**config.mk**
```make
export PLATFORM = sky130hd
export DESIGN_NAME = ehci_command_control
export DESIGN_NICKNAME = d
export VERILOG_FILES = /design/src/hdl/ehci_cmd_pkg.sv /design/src/hdl/threshold_timer.sv /design/src/hdl/ehci_command_control.sv
export SDC_FILE = /design/constraint.sdc
export NUM_CORES = 1
export LEC_CHECK = 0
export BUFFER_PORTS_ARGS = -buffer_cell sky130_fd_sc_hd__buf_4
export CAP_MARGIN = 20
export CORE_MARGIN = 3
export CORE_UTILIZATION = 39
export CTS_CLUSTER_DIAMETER = 30
export DETAILED_ROUTE_END_ITERATION = 6
export MAX_ROUTING_LAYER = met4
export PLACE_DENSITY_LB_ADDON = 0.08
export SYNTH_ARGS = -nofsm -noshare
export SYNTH_HDL_FRONTEND = slang
export SYNTH_SLANG_ARGS = --single-unit
export TNS_END_PERCENT = 10
```
**constraint.sdc**
```tcl
create_clock -name clk -period 2.8 [get_ports clk]
set_clock_uncertainty 0.1 [all_clocks]
set_input_delay 0.14 -clock clk [delete_from_list [all_inputs] [get_ports clk]]
set_output_delay 0.14 -clock clk [all_outputs]
set_load 0.02 [all_outputs]
```
**src/hdl/ehci_cmd_pkg.sv**
```systemverilog
// Constants of the command register block; its threshold timer takes its interval through a port
package ehci_cmd_pkg;
   // Register placement and field layout
   localparam logic [7:0] CMD_OFFSET = 8'h20;
   localparam int THR_LSB = 16;
   localparam int THR_MSB = 23;
   localparam int LIGHT_RESET_BIT = 7;
   localparam int DOORBELL_BIT = 6;
   localparam int ASYNC_EN_BIT = 5;
   localparam int THR_BYTE = 2;
   localparam int LOW_BYTE = 0;
   // Values after reset
   localparam logic [7:0] THR_RESET = 8'h08;
   localparam logic ASYNC_EN_RESET = 1'b0;
   localparam logic DOORBELL_RESET = 1'b0;
   // Threshold encodings
   localparam logic [7:0] THR_1 = 8'h01;
   localparam logic [7:0] THR_2 = 8'h02;
   localparam logic [7:0] THR_4 = 8'h04;
   localparam logic [7:0] THR_8 = 8'h08;
   localparam logic [7:0] THR_16 = 8'h10;
   localparam logic [7:0] THR_32 = 8'h20;
   localparam logic [7:0] THR_64 = 8'h40;
   // Interval lengths in microframes
   localparam logic [6:0] MF_1 = 7'h01;
   localparam logic [6:0] MF_2 = 7'h02;
   localparam logic [6:0] MF_4 = 7'h04;
   localparam logic [6:0] MF_8 = 7'h08;
   localparam logic [6:0] MF_16 = 7'h10;
   localparam logic [6:0] MF_32 = 7'h20;
   localparam logic [6:0] MF_64 = 7'h40;
   // Microframe timing
   localparam int MICROFRAME_NS = 125000;
   localparam int CLK_PERIOD_NS = 10;
   localparam int MICROFRAME_CYCLES = MICROFRAME_NS / CLK_PERIOD_NS;
   localparam int MF_CNT_W = 14;
   // Light reset sequencer
   typedef enum logic [0:0] {LR_IDLE, LR_BUSY} light_state_t;
endpackage : ehci_cmd_pkg

```
**src/hdl/threshold_timer.sv**
```systemverilog
// Holds interrupt events and releases them on threshold boundaries
`timescale 1ns/1ps
module threshold_timer (
   input wire logic clk, // Controller clock
   input wire logic reset, // Asynchronous, active high
   input wire logic restart, // Restart interval, drop pending events
   input wire logic mf_tick, // One pulse per microframe
   input wire logic [6:0] interval, // Interval length in microframes
   input wire logic event_in, // Interrupt event, pulse or level
   output logic fire_q // One-cycle interrupt at a boundary
);
   logic [6:0] mf_cnt_q, mf_cnt_d;
   logic pending_q, pending_d;
   logic fire_d;
   logic boundary;

   // Boundary once the chosen number of microframes has passed
   assign boundary = mf_tick && ((mf_cnt_q + 7'h01) >= interval);

   // Count microframes and hold events until the boundary
   always_comb begin
      mf_cnt_d = mf_cnt_q;
      pending_d = pending_q || event_in;
      fire_d = 1'b0;
      if (restart) begin
         mf_cnt_d = 7'h00;
         pending_d = 1'b0;
      end else if (boundary) begin
         mf_cnt_d = 7'h00;
         fire_d = pending_q || event_in;
         pending_d = 1'b0;
      end else if (mf_tick) begin
         mf_cnt_d = mf_cnt_q + 7'h01;
      end
   end

   // State registers
   always_ff @(posedge clk or posedge reset) begin
      if (reset) begin
         mf_cnt_q <= 7'h00;
         pending_q <= 1'b0;
         fire_q <= 1'b0;
      end else begin
         mf_cnt_q <= mf_cnt_d;
         pending_q <= pending_d;
         fire_q <= fire_d;
      end
   end
endmodule : threshold_timer

```
**src/hdl/ehci_command_control.sv**
```systemverilog
// Command register of the high-speed host controller: threshold, light reset, doorbell, async enable
`timescale 1ns/1ps
module ehci_command_control #(
   parameter bit LIGHT_RESET_IMPL = 1'b1, // Light reset feature present
   parameter int MF_CYCLES = ehci_cmd_pkg::MICROFRAME_CYCLES // Clock cycles per microframe
) (
   input wire logic clk, // Controller clock, 100 MHz
   input wire logic reset, // Asynchronous, active high
   input wire logic [7:0] addr, // Byte offset in operational space
   input wire logic wr_en, // Write strobe, one cycle
   input wire logic [3:0] byte_en, // Write byte enables
   input wire logic [31:0] wdata, // Write data
   input wire logic rd_en, // Read strobe, one cycle
   output logic [31:0] rdata, // Read data, valid with rd_valid
   output logic rd_valid, // Read answer pulse
   input wire logic controller_halted_flag, // Controller halted status
   input wire logic cache_evicted, // Schedule engine dropped cached state
   input wire logic async_advance_flag_clear, // Status write-one-to-clear of the flag
   input wire logic async_advance_irq_enable, // Interrupt enable for the flag
   input wire logic other_irq_event, // Other interrupt causes of the core
   input wire logic light_reset_done, // Core finished its light reset
   output logic async_advance_doorbell, // Doorbell waiting for the engine
   output logic async_advance_flag, // Async advance status flag
   output logic async_schedule_enable, // Process the async schedule
   output logic async_list_fetch_enable, // Fetch through the list address register
   output logic core_light_reset, // Light reset held on the core
   output logic [7:0] interrupt_threshold_field, // Current threshold value
   output logic irq_issue // Interrupt pulse at a threshold boundary
);
   logic [7:0] thr_q, thr_d;
   logic aen_q, aen_d;
   logic bell_q, bell_d;
   logic flag_q, flag_d;
   logic fetch_q, fetch_d;
   logic [31:0] rdata_q, rdata_d;
   logic rvalid_q, rvalid_d;
   logic [ehci_cmd_pkg::MF_CNT_W-1:0] div_q, div_d;
   logic mf_tick;
   ehci_cmd_pkg::light_state_t lr_q, lr_d;
   logic lr_active;
   logic cmd_wr;
   logic flag_set;
   logic [6:0] interval;

   assign cmd_wr = wr_en && (addr == ehci_cmd_pkg::CMD_OFFSET);
   assign lr_active = (lr_q == ehci_cmd_pkg::LR_BUSY);
   // An eviction during light reset is dropped, so the flag really comes back cleared
   assign flag_set = bell_q && cache_evicted && !lr_active;

   // Threshold encoding to interval length; invalid codes fall back to one microframe
   always_comb begin
      case (thr_q)
         ehci_cmd_pkg::THR_1: interval = ehci_cmd_pkg::MF_1;
         ehci_cmd_pkg::THR_2: interval = ehci_cmd_pkg::MF_2;
         ehci_cmd_pkg::THR_4: interval = ehci_cmd_pkg::MF_4;
         ehci_cmd_pkg::THR_8: interval = ehci_cmd_pkg::MF_8;
         ehci_cmd_pkg::THR_16: interval = ehci_cmd_pkg::MF_16;
         ehci_cmd_pkg::THR_32: interval = ehci_cmd_pkg::MF_32;
         ehci_cmd_pkg::THR_64: interval = ehci_cmd_pkg::MF_64;
         default: interval = ehci_cmd_pkg::MF_1;
      endcase
   end

   // Light reset sequencer: held until the core reports completion
   always_comb begin
      lr_d = lr_q;
      case (lr_q)
         ehci_cmd_pkg::LR_IDLE: begin
            if (LIGHT_RESET_IMPL && cmd_wr && byte_en[ehci_cmd_pkg::LOW_BYTE] &&
                  wdata[ehci_cmd_pkg::LIGHT_RESET_BIT]) begin
               lr_d = ehci_cmd_pkg::LR_BUSY;
            end
         end
         ehci_cmd_pkg::LR_BUSY: begin
            if (light_reset_done) begin
               lr_d = ehci_cmd_pkg::LR_IDLE;
            end
         end
         default: lr_d = ehci_cmd_pkg::LR_IDLE;
      endcase
   end

   // Command fields; writes are dropped while a light reset runs
   always_comb begin
      thr_d = thr_q;
      aen_d = aen_q;
      bell_d = bell_q;
      if (lr_active) begin
         // Core state back to defaults; port state lives elsewhere and is untouched
         thr_d = ehci_cmd_pkg::THR_RESET;
         aen_d = ehci_cmd_pkg::ASYNC_EN_RESET;
         bell_d = ehci_cmd_pkg::DOORBELL_RESET;
      end else begin
         if (cmd_wr && byte_en[ehci_cmd_pkg::THR_BYTE]) begin
            // Taken even when running; results then are the writer's problem
            thr_d = wdata[ehci_cmd_pkg::THR_MSB:ehci_cmd_pkg::THR_LSB];
         end
         if (cmd_wr && byte_en[ehci_cmd_pkg::LOW_BYTE]) begin
            aen_d = wdata[ehci_cmd_pkg::ASYNC_EN_BIT];
         end
         if (flag_set) begin
            bell_d = 1'b0;
         end
         // Writing zero never cancels a rung doorbell
         if (cmd_wr && byte_en[ehci_cmd_pkg::LOW_BYTE] && wdata[ehci_cmd_pkg::DOORBELL_BIT]) begin
            bell_d = 1'b1;
         end
      end
   end

   // Status flag: a set in the clearing cycle wins
   always_comb begin
      flag_d = flag_q;
      if (async_advance_flag_clear || lr_active) begin
         flag_d = 1'b0;
      end
      if (flag_set) begin
         flag_d = 1'b1;
      end
      fetch_d = aen_q && !controller_halted_flag && !lr_active;
   end

   // Register read port, one cycle latency; other offsets read zero
   always_comb begin
      rdata_d = rdata_q;
      rvalid_d = rd_en;
      if (rd_en) begin
         rdata_d = 32'h0000_0000;
         if (addr == ehci_cmd_pkg::CMD_OFFSET) begin
            rdata_d[ehci_cmd_pkg::THR_MSB:ehci_cmd_pkg::THR_LSB] = thr_q;
            rdata_d[ehci_cmd_pkg::LIGHT_RESET_BIT] = LIGHT_RESET_IMPL && lr_active;
            rdata_d[ehci_cmd_pkg::DOORBELL_BIT] = bell_q;
            rdata_d[ehci_cmd_pkg::ASYNC_EN_BIT] = aen_q;
         end
      end
   end

   // Microframe divider, restarted by light reset so boundaries realign
   always_comb begin
      div_d = div_q + 1'b1;
      if (lr_active || (div_q == ehci_cmd_pkg::MF_CNT_W'(MF_CYCLES - 1))) begin
         div_d = '0;
      end
   end
   assign mf_tick = !lr_active && (div_q == ehci_cmd_pkg::MF_CNT_W'(MF_CYCLES - 1));

   // Light reset sequencer state
   always_ff @(posedge clk or posedge reset) begin
      if (reset) begin
         lr_q <= ehci_cmd_pkg::LR_IDLE;
      end else begin
         lr_q <= lr_d;
      end
   end

   // Command fields
   always_ff @(posedge clk or posedge reset) begin
      if (reset) begin
         thr_q <= ehci_cmd_pkg::THR_RESET;
         aen_q <= ehci_cmd_pkg::ASYNC_EN_RESET;
         bell_q <= ehci_cmd_pkg::DOORBELL_RESET;
      end else begin
         thr_q <= thr_d;
         aen_q <= aen_d;
         bell_q <= bell_d;
      end
   end

   // Status flag and list fetch gate
   always_ff @(posedge clk or posedge reset) begin
      if (reset) begin
         flag_q <= 1'b0;
         fetch_q <= 1'b0;
      end else begin
         flag_q <= flag_d;
         fetch_q <= fetch_d;
      end
   end

   // Read port; data holds between reads so a slow reader still sees it
   always_ff @(posedge clk or posedge reset) begin
      if (reset) begin
         rdata_q <= 32'h0000_0000;
         rvalid_q <= 1'b0;
      end else begin
         rdata_q <= rdata_d;
         rvalid_q <= rvalid_d;
      end
   end

   // Microframe divider
   always_ff @(posedge clk or posedge reset) begin
      if (reset) begin
         div_q <= '0;
      end else begin
         div_q <= div_d;
      end
   end

   // Interrupt moderation; the flag counts as an event only when enabled
   threshold_timer u_threshold_timer (
      .clk(clk),
      .reset(reset),
      .restart(lr_active),
      .mf_tick(mf_tick),
      .interval(interval),
      .event_in(other_irq_event || (flag_set && async_advance_irq_enable)),
      .fire_q(irq_issue)
   );

   assign rdata = rdata_q;
   assign rd_valid = rvalid_q;
   assign async_advance_doorbell = bell_q;
   assign async_advance_flag = flag_q;
   assign async_schedule_enable = aen_q;
   assign async_list_fetch_enable = fetch_q;
   assign core_light_reset = lr_q == ehci_cmd_pkg::LR_BUSY;
   assign interrupt_threshold_field = thr_q;
endmodule : ehci_command_control

```
==> reports/metrics.yaml <==
die:
  floorplan.initialDensity_pct: 40.4
  die_area_um2: 7630
  rows: 29
  die_y_um: 87.4
  coreArea_um2: 6390
  die_w_um: 87.4
  io_pins: 101
timing:
  rsz0062_at_grt: "yes"
  fin_ws_ns: -0.0102
  max_freq_mhz: 356
  setup_viol: 2
  worstMarginPinSlew_ns: 0.736
  finalHoldViolCount: 0
  relSlewSlack_pct: 50.3
  hold-worst-slack_ns: 0.0272
  slew_violations: 0
  min_period_ns: 2.81
  final.setup.tns_ns: -0.0114
  period_share_pct: 100
synthesis:
  synth-simple-area-share_pct: 19.1
  synth_compound_area_share_pct: 14.2
  ys_async_sr_fraction_pct: 100
  synth.area.mux_share_pct: 0.388
  ys.flop_type: "dfrtp_1"
  synth_top_family_by_area: "simple AND/OR/NAND/NOR gates"
  syn_avg_cell_area_um2: 10.2
  synth_edf_count: 0
  synthAdderAreaFrac_pct: 4.36
  synth_cell_types: 49
  ys_seq_area_share_pct: 46.6
  synth_seq_cells: 48
  syn_inst: 253
  syn_area_um2: 2580
  yosysWarnings: 0
  synth_xor_area_share_pct: 5.77
worst_setup_path:
  cp-start-kind: "flop"
  critPathLaunch: "interrupt_threshold_field[0]"
  cp.required_ns: 2.89
  crit_fanout: 4
  worst_path_max_delay_cell: "or4b_4"
  timing.rr.start: "interrupt_threshold_field[0]"
  crit_chain: "or2_1 > or4_4 > or4b_4 > ha_4 > o2111a_1 > o31ai_2 > buf_4 > o2111ai_1 > nand2_1"
  crit_path_end: "u_threshold_timer.mf_cnt_q[4]"
  r2r_slack_ns: -0.01
  end_kind: "flop"
  critical_path_depth: 9
  critPathKind: "reg2reg"
  slowest_delay_ns: 0.51
  critPathArrivalTime_ns: 2.90
  r2r_cells: 9
  r2r-end: "u_threshold_timer.mf_cnt_q[4]"
  crit_family: "simple AND/OR/NAND/NOR gates"
  path_buf_inv: 1
global_route:
  antenna_found_initial: 0
  globalRouteTotalUtil_pct: 16.2
  gr-total-overflow: 0
  grt_max_degree: 35
  grt_pass1_wl_um: 9680
  grt_pass1_vias: 2099
layout:
  final_cell_mix: "74 x buf_4, 45 x dfrtp_1, 23 x nor2_1, 21 x conb_1"
  diodes: 0
  drive_gt1_share_pct: 29.6
  final_common_cell: "buf_4"
  syn2layout_area_growth_pct: 32.7
  final_nets: 403
status:
  failed_checks: "negative setup slack"
  status: "finished, violations left"
clock_tree:
  cts_inserted_buffers: 5
  clock_latency_ns: 0.30
  clock_sinks: 48
  clk_pin_slew_ns: 0.09
  root_buffer: "clkbuf_8"
  cts_tree: "yes"
  h-tree-depth: 2
  cts.path.max_buffers: 2
detailed_routing:
  wirelength_um: 5630
  viasPerCell: 4.97
  wl_per_cell_um: 13.5
  first_iter_violations: 45
  first_pass_iters: 4
  route.detailed.drc: 0
  dr_total_vias: 2078
  drtAntennaViolNets: 0
worst_hold_path:
  hold_path.class: "in2reg"
power_and_ir_drop:
  p_per_area_nw_per_um2: 478
  leakagePower_nw: 1.68
  irDropWorstVdd_mv: 0.264
place:
  place.gp.congestion: 0.781
  dp.final_hpwl_um: 4100
  numPortBuffers: 56
  place_ws_ns: -0.0700
flow_run:
  cap_violations: 0
[layout make-up]
cell class                 instances  area [um^2]
inverter                          12         45.0
sequential                        48         1200
fill                             585         2960
multi-input combinational        184         1250
tap                               77         96.3
timing repair buffer              89          706
clock inverter                     2         38.8
clock buffer                       6         82.6
[through the flow]
stage	cell area [um^2]	power (mW)	utilization [%]	instances
floorplan	2660	1.02	-	273
finish	3430	1.64	53.6	418
global placement	3090	1.09	48.5	392
global route	3430	1.72	53.6	418
detailed placement	3090	1.10	48.5	392
CTS	3380	1.64	53.0	417
[how the worst min path moves through the flow]
stage,start,end,slack [ns],cells past startpoint
6_report,cache_evicted,async_advance_flag,0.03,3
2_1_floorplan,rd_en,rd_valid,0.07,0
5_1_grt,cache_evicted,async_advance_flag,0.04,3
3_5_place_dp,rd_en,rd_valid,0.17,1
3_3_place_gp,rd_en,rd_valid,0.16,1
4_1_cts,cache_evicted,async_advance_flag,0.02,3
[what timing repair did]
action / in CTS / in global routing
buffers inserted: 2 / 1
pin swaps: 3 / 2
resized for setup: 6 / 5
hold endpoints to repair: 45 / 0
hold buffers: 15 / 0
endpoints found under the setup margin: 9 / 9
[cells by family after synthesis]
kind of cell    count (synthesis)
flops                          48
buf+inv                        41
xor+xnor                       17
mux                             1
fa+ha+maj                       9
other cells                     1
compound gates                 46
simple gates                   90
[worst register-to-register path: stages, from the launching register on]
cell       delay [ns]
dfrtp_2          0.41
or2_1            0.24
or4_4            0.43
or4b_4           0.51
ha_4             0.29
o2111a_1         0.20
o31ai_2          0.09
buf_4            0.16
o2111ai_1        0.20
nand2_1          0.08
[layer usage]
layer  GRT usage, %  wire [um]  vias to the layer above
met5              -          0                        -
met4           4.18         56                        0
met3           3.69        267                        7
met2           25.1       2530                       56
met1           21.6       2780                      982
li1               -          -                     1033
[power by group]
part	internal [mW]	leakage, nW	switching [mW]	total [mW]
Sequential	0.746	0.641	0.0644	0.810
Combinational	0.143	0.982	0.152	0.294
Clock	0.292	0.0614	0.240	0.533
[cells in the mapped netlist (2+ instances only)]
cell type,n,share of area (%)
dfrtp_1,47,46
nor2_1,23,3.3
buf_4,22,6.4
a22o_1,16,5.4
nand2_1,16,2.3
xnor2_1,15,5.1
inv_1,12,1.7
nand3_1,10,1.9
ha_1,9,4.4
o21ai_0,9,1.7
nand4_1,6,1.5
nor3_1,6,1.2
a21oi_1,5,0.97
nor4_1,4,0.97
o2111ai_1,4,1.4
buf_2,3,0.58
clkbuf_1,3,0.44
nand3b_1,3,0.87
nor2b_1,3,0.73
a22o_2,2,0.78
and2_1,2,0.48
and3b_1,2,0.68
and4bb_2,2,0.97
nand2b_1,2,0.48
nor3b_1,2,0.58
xor2_1,2,0.68
[state kept, by name (all words and copies together) (netlist names)]
register                     flops
async_list_fetch_enable          1
rd_valid                         1
u_threshold_timer.mf_cnt_q       7
u_threshold_timer.pending_q      1
async_advance_flag               1
async_schedule_enable            1
rdata                           11
interrupt_threshold_field        8
core_light_reset                 1
async_advance_doorbell           1
u_threshold_timer.fire_q         1
div_q                           14
Power figures use the tool's default switching activity.
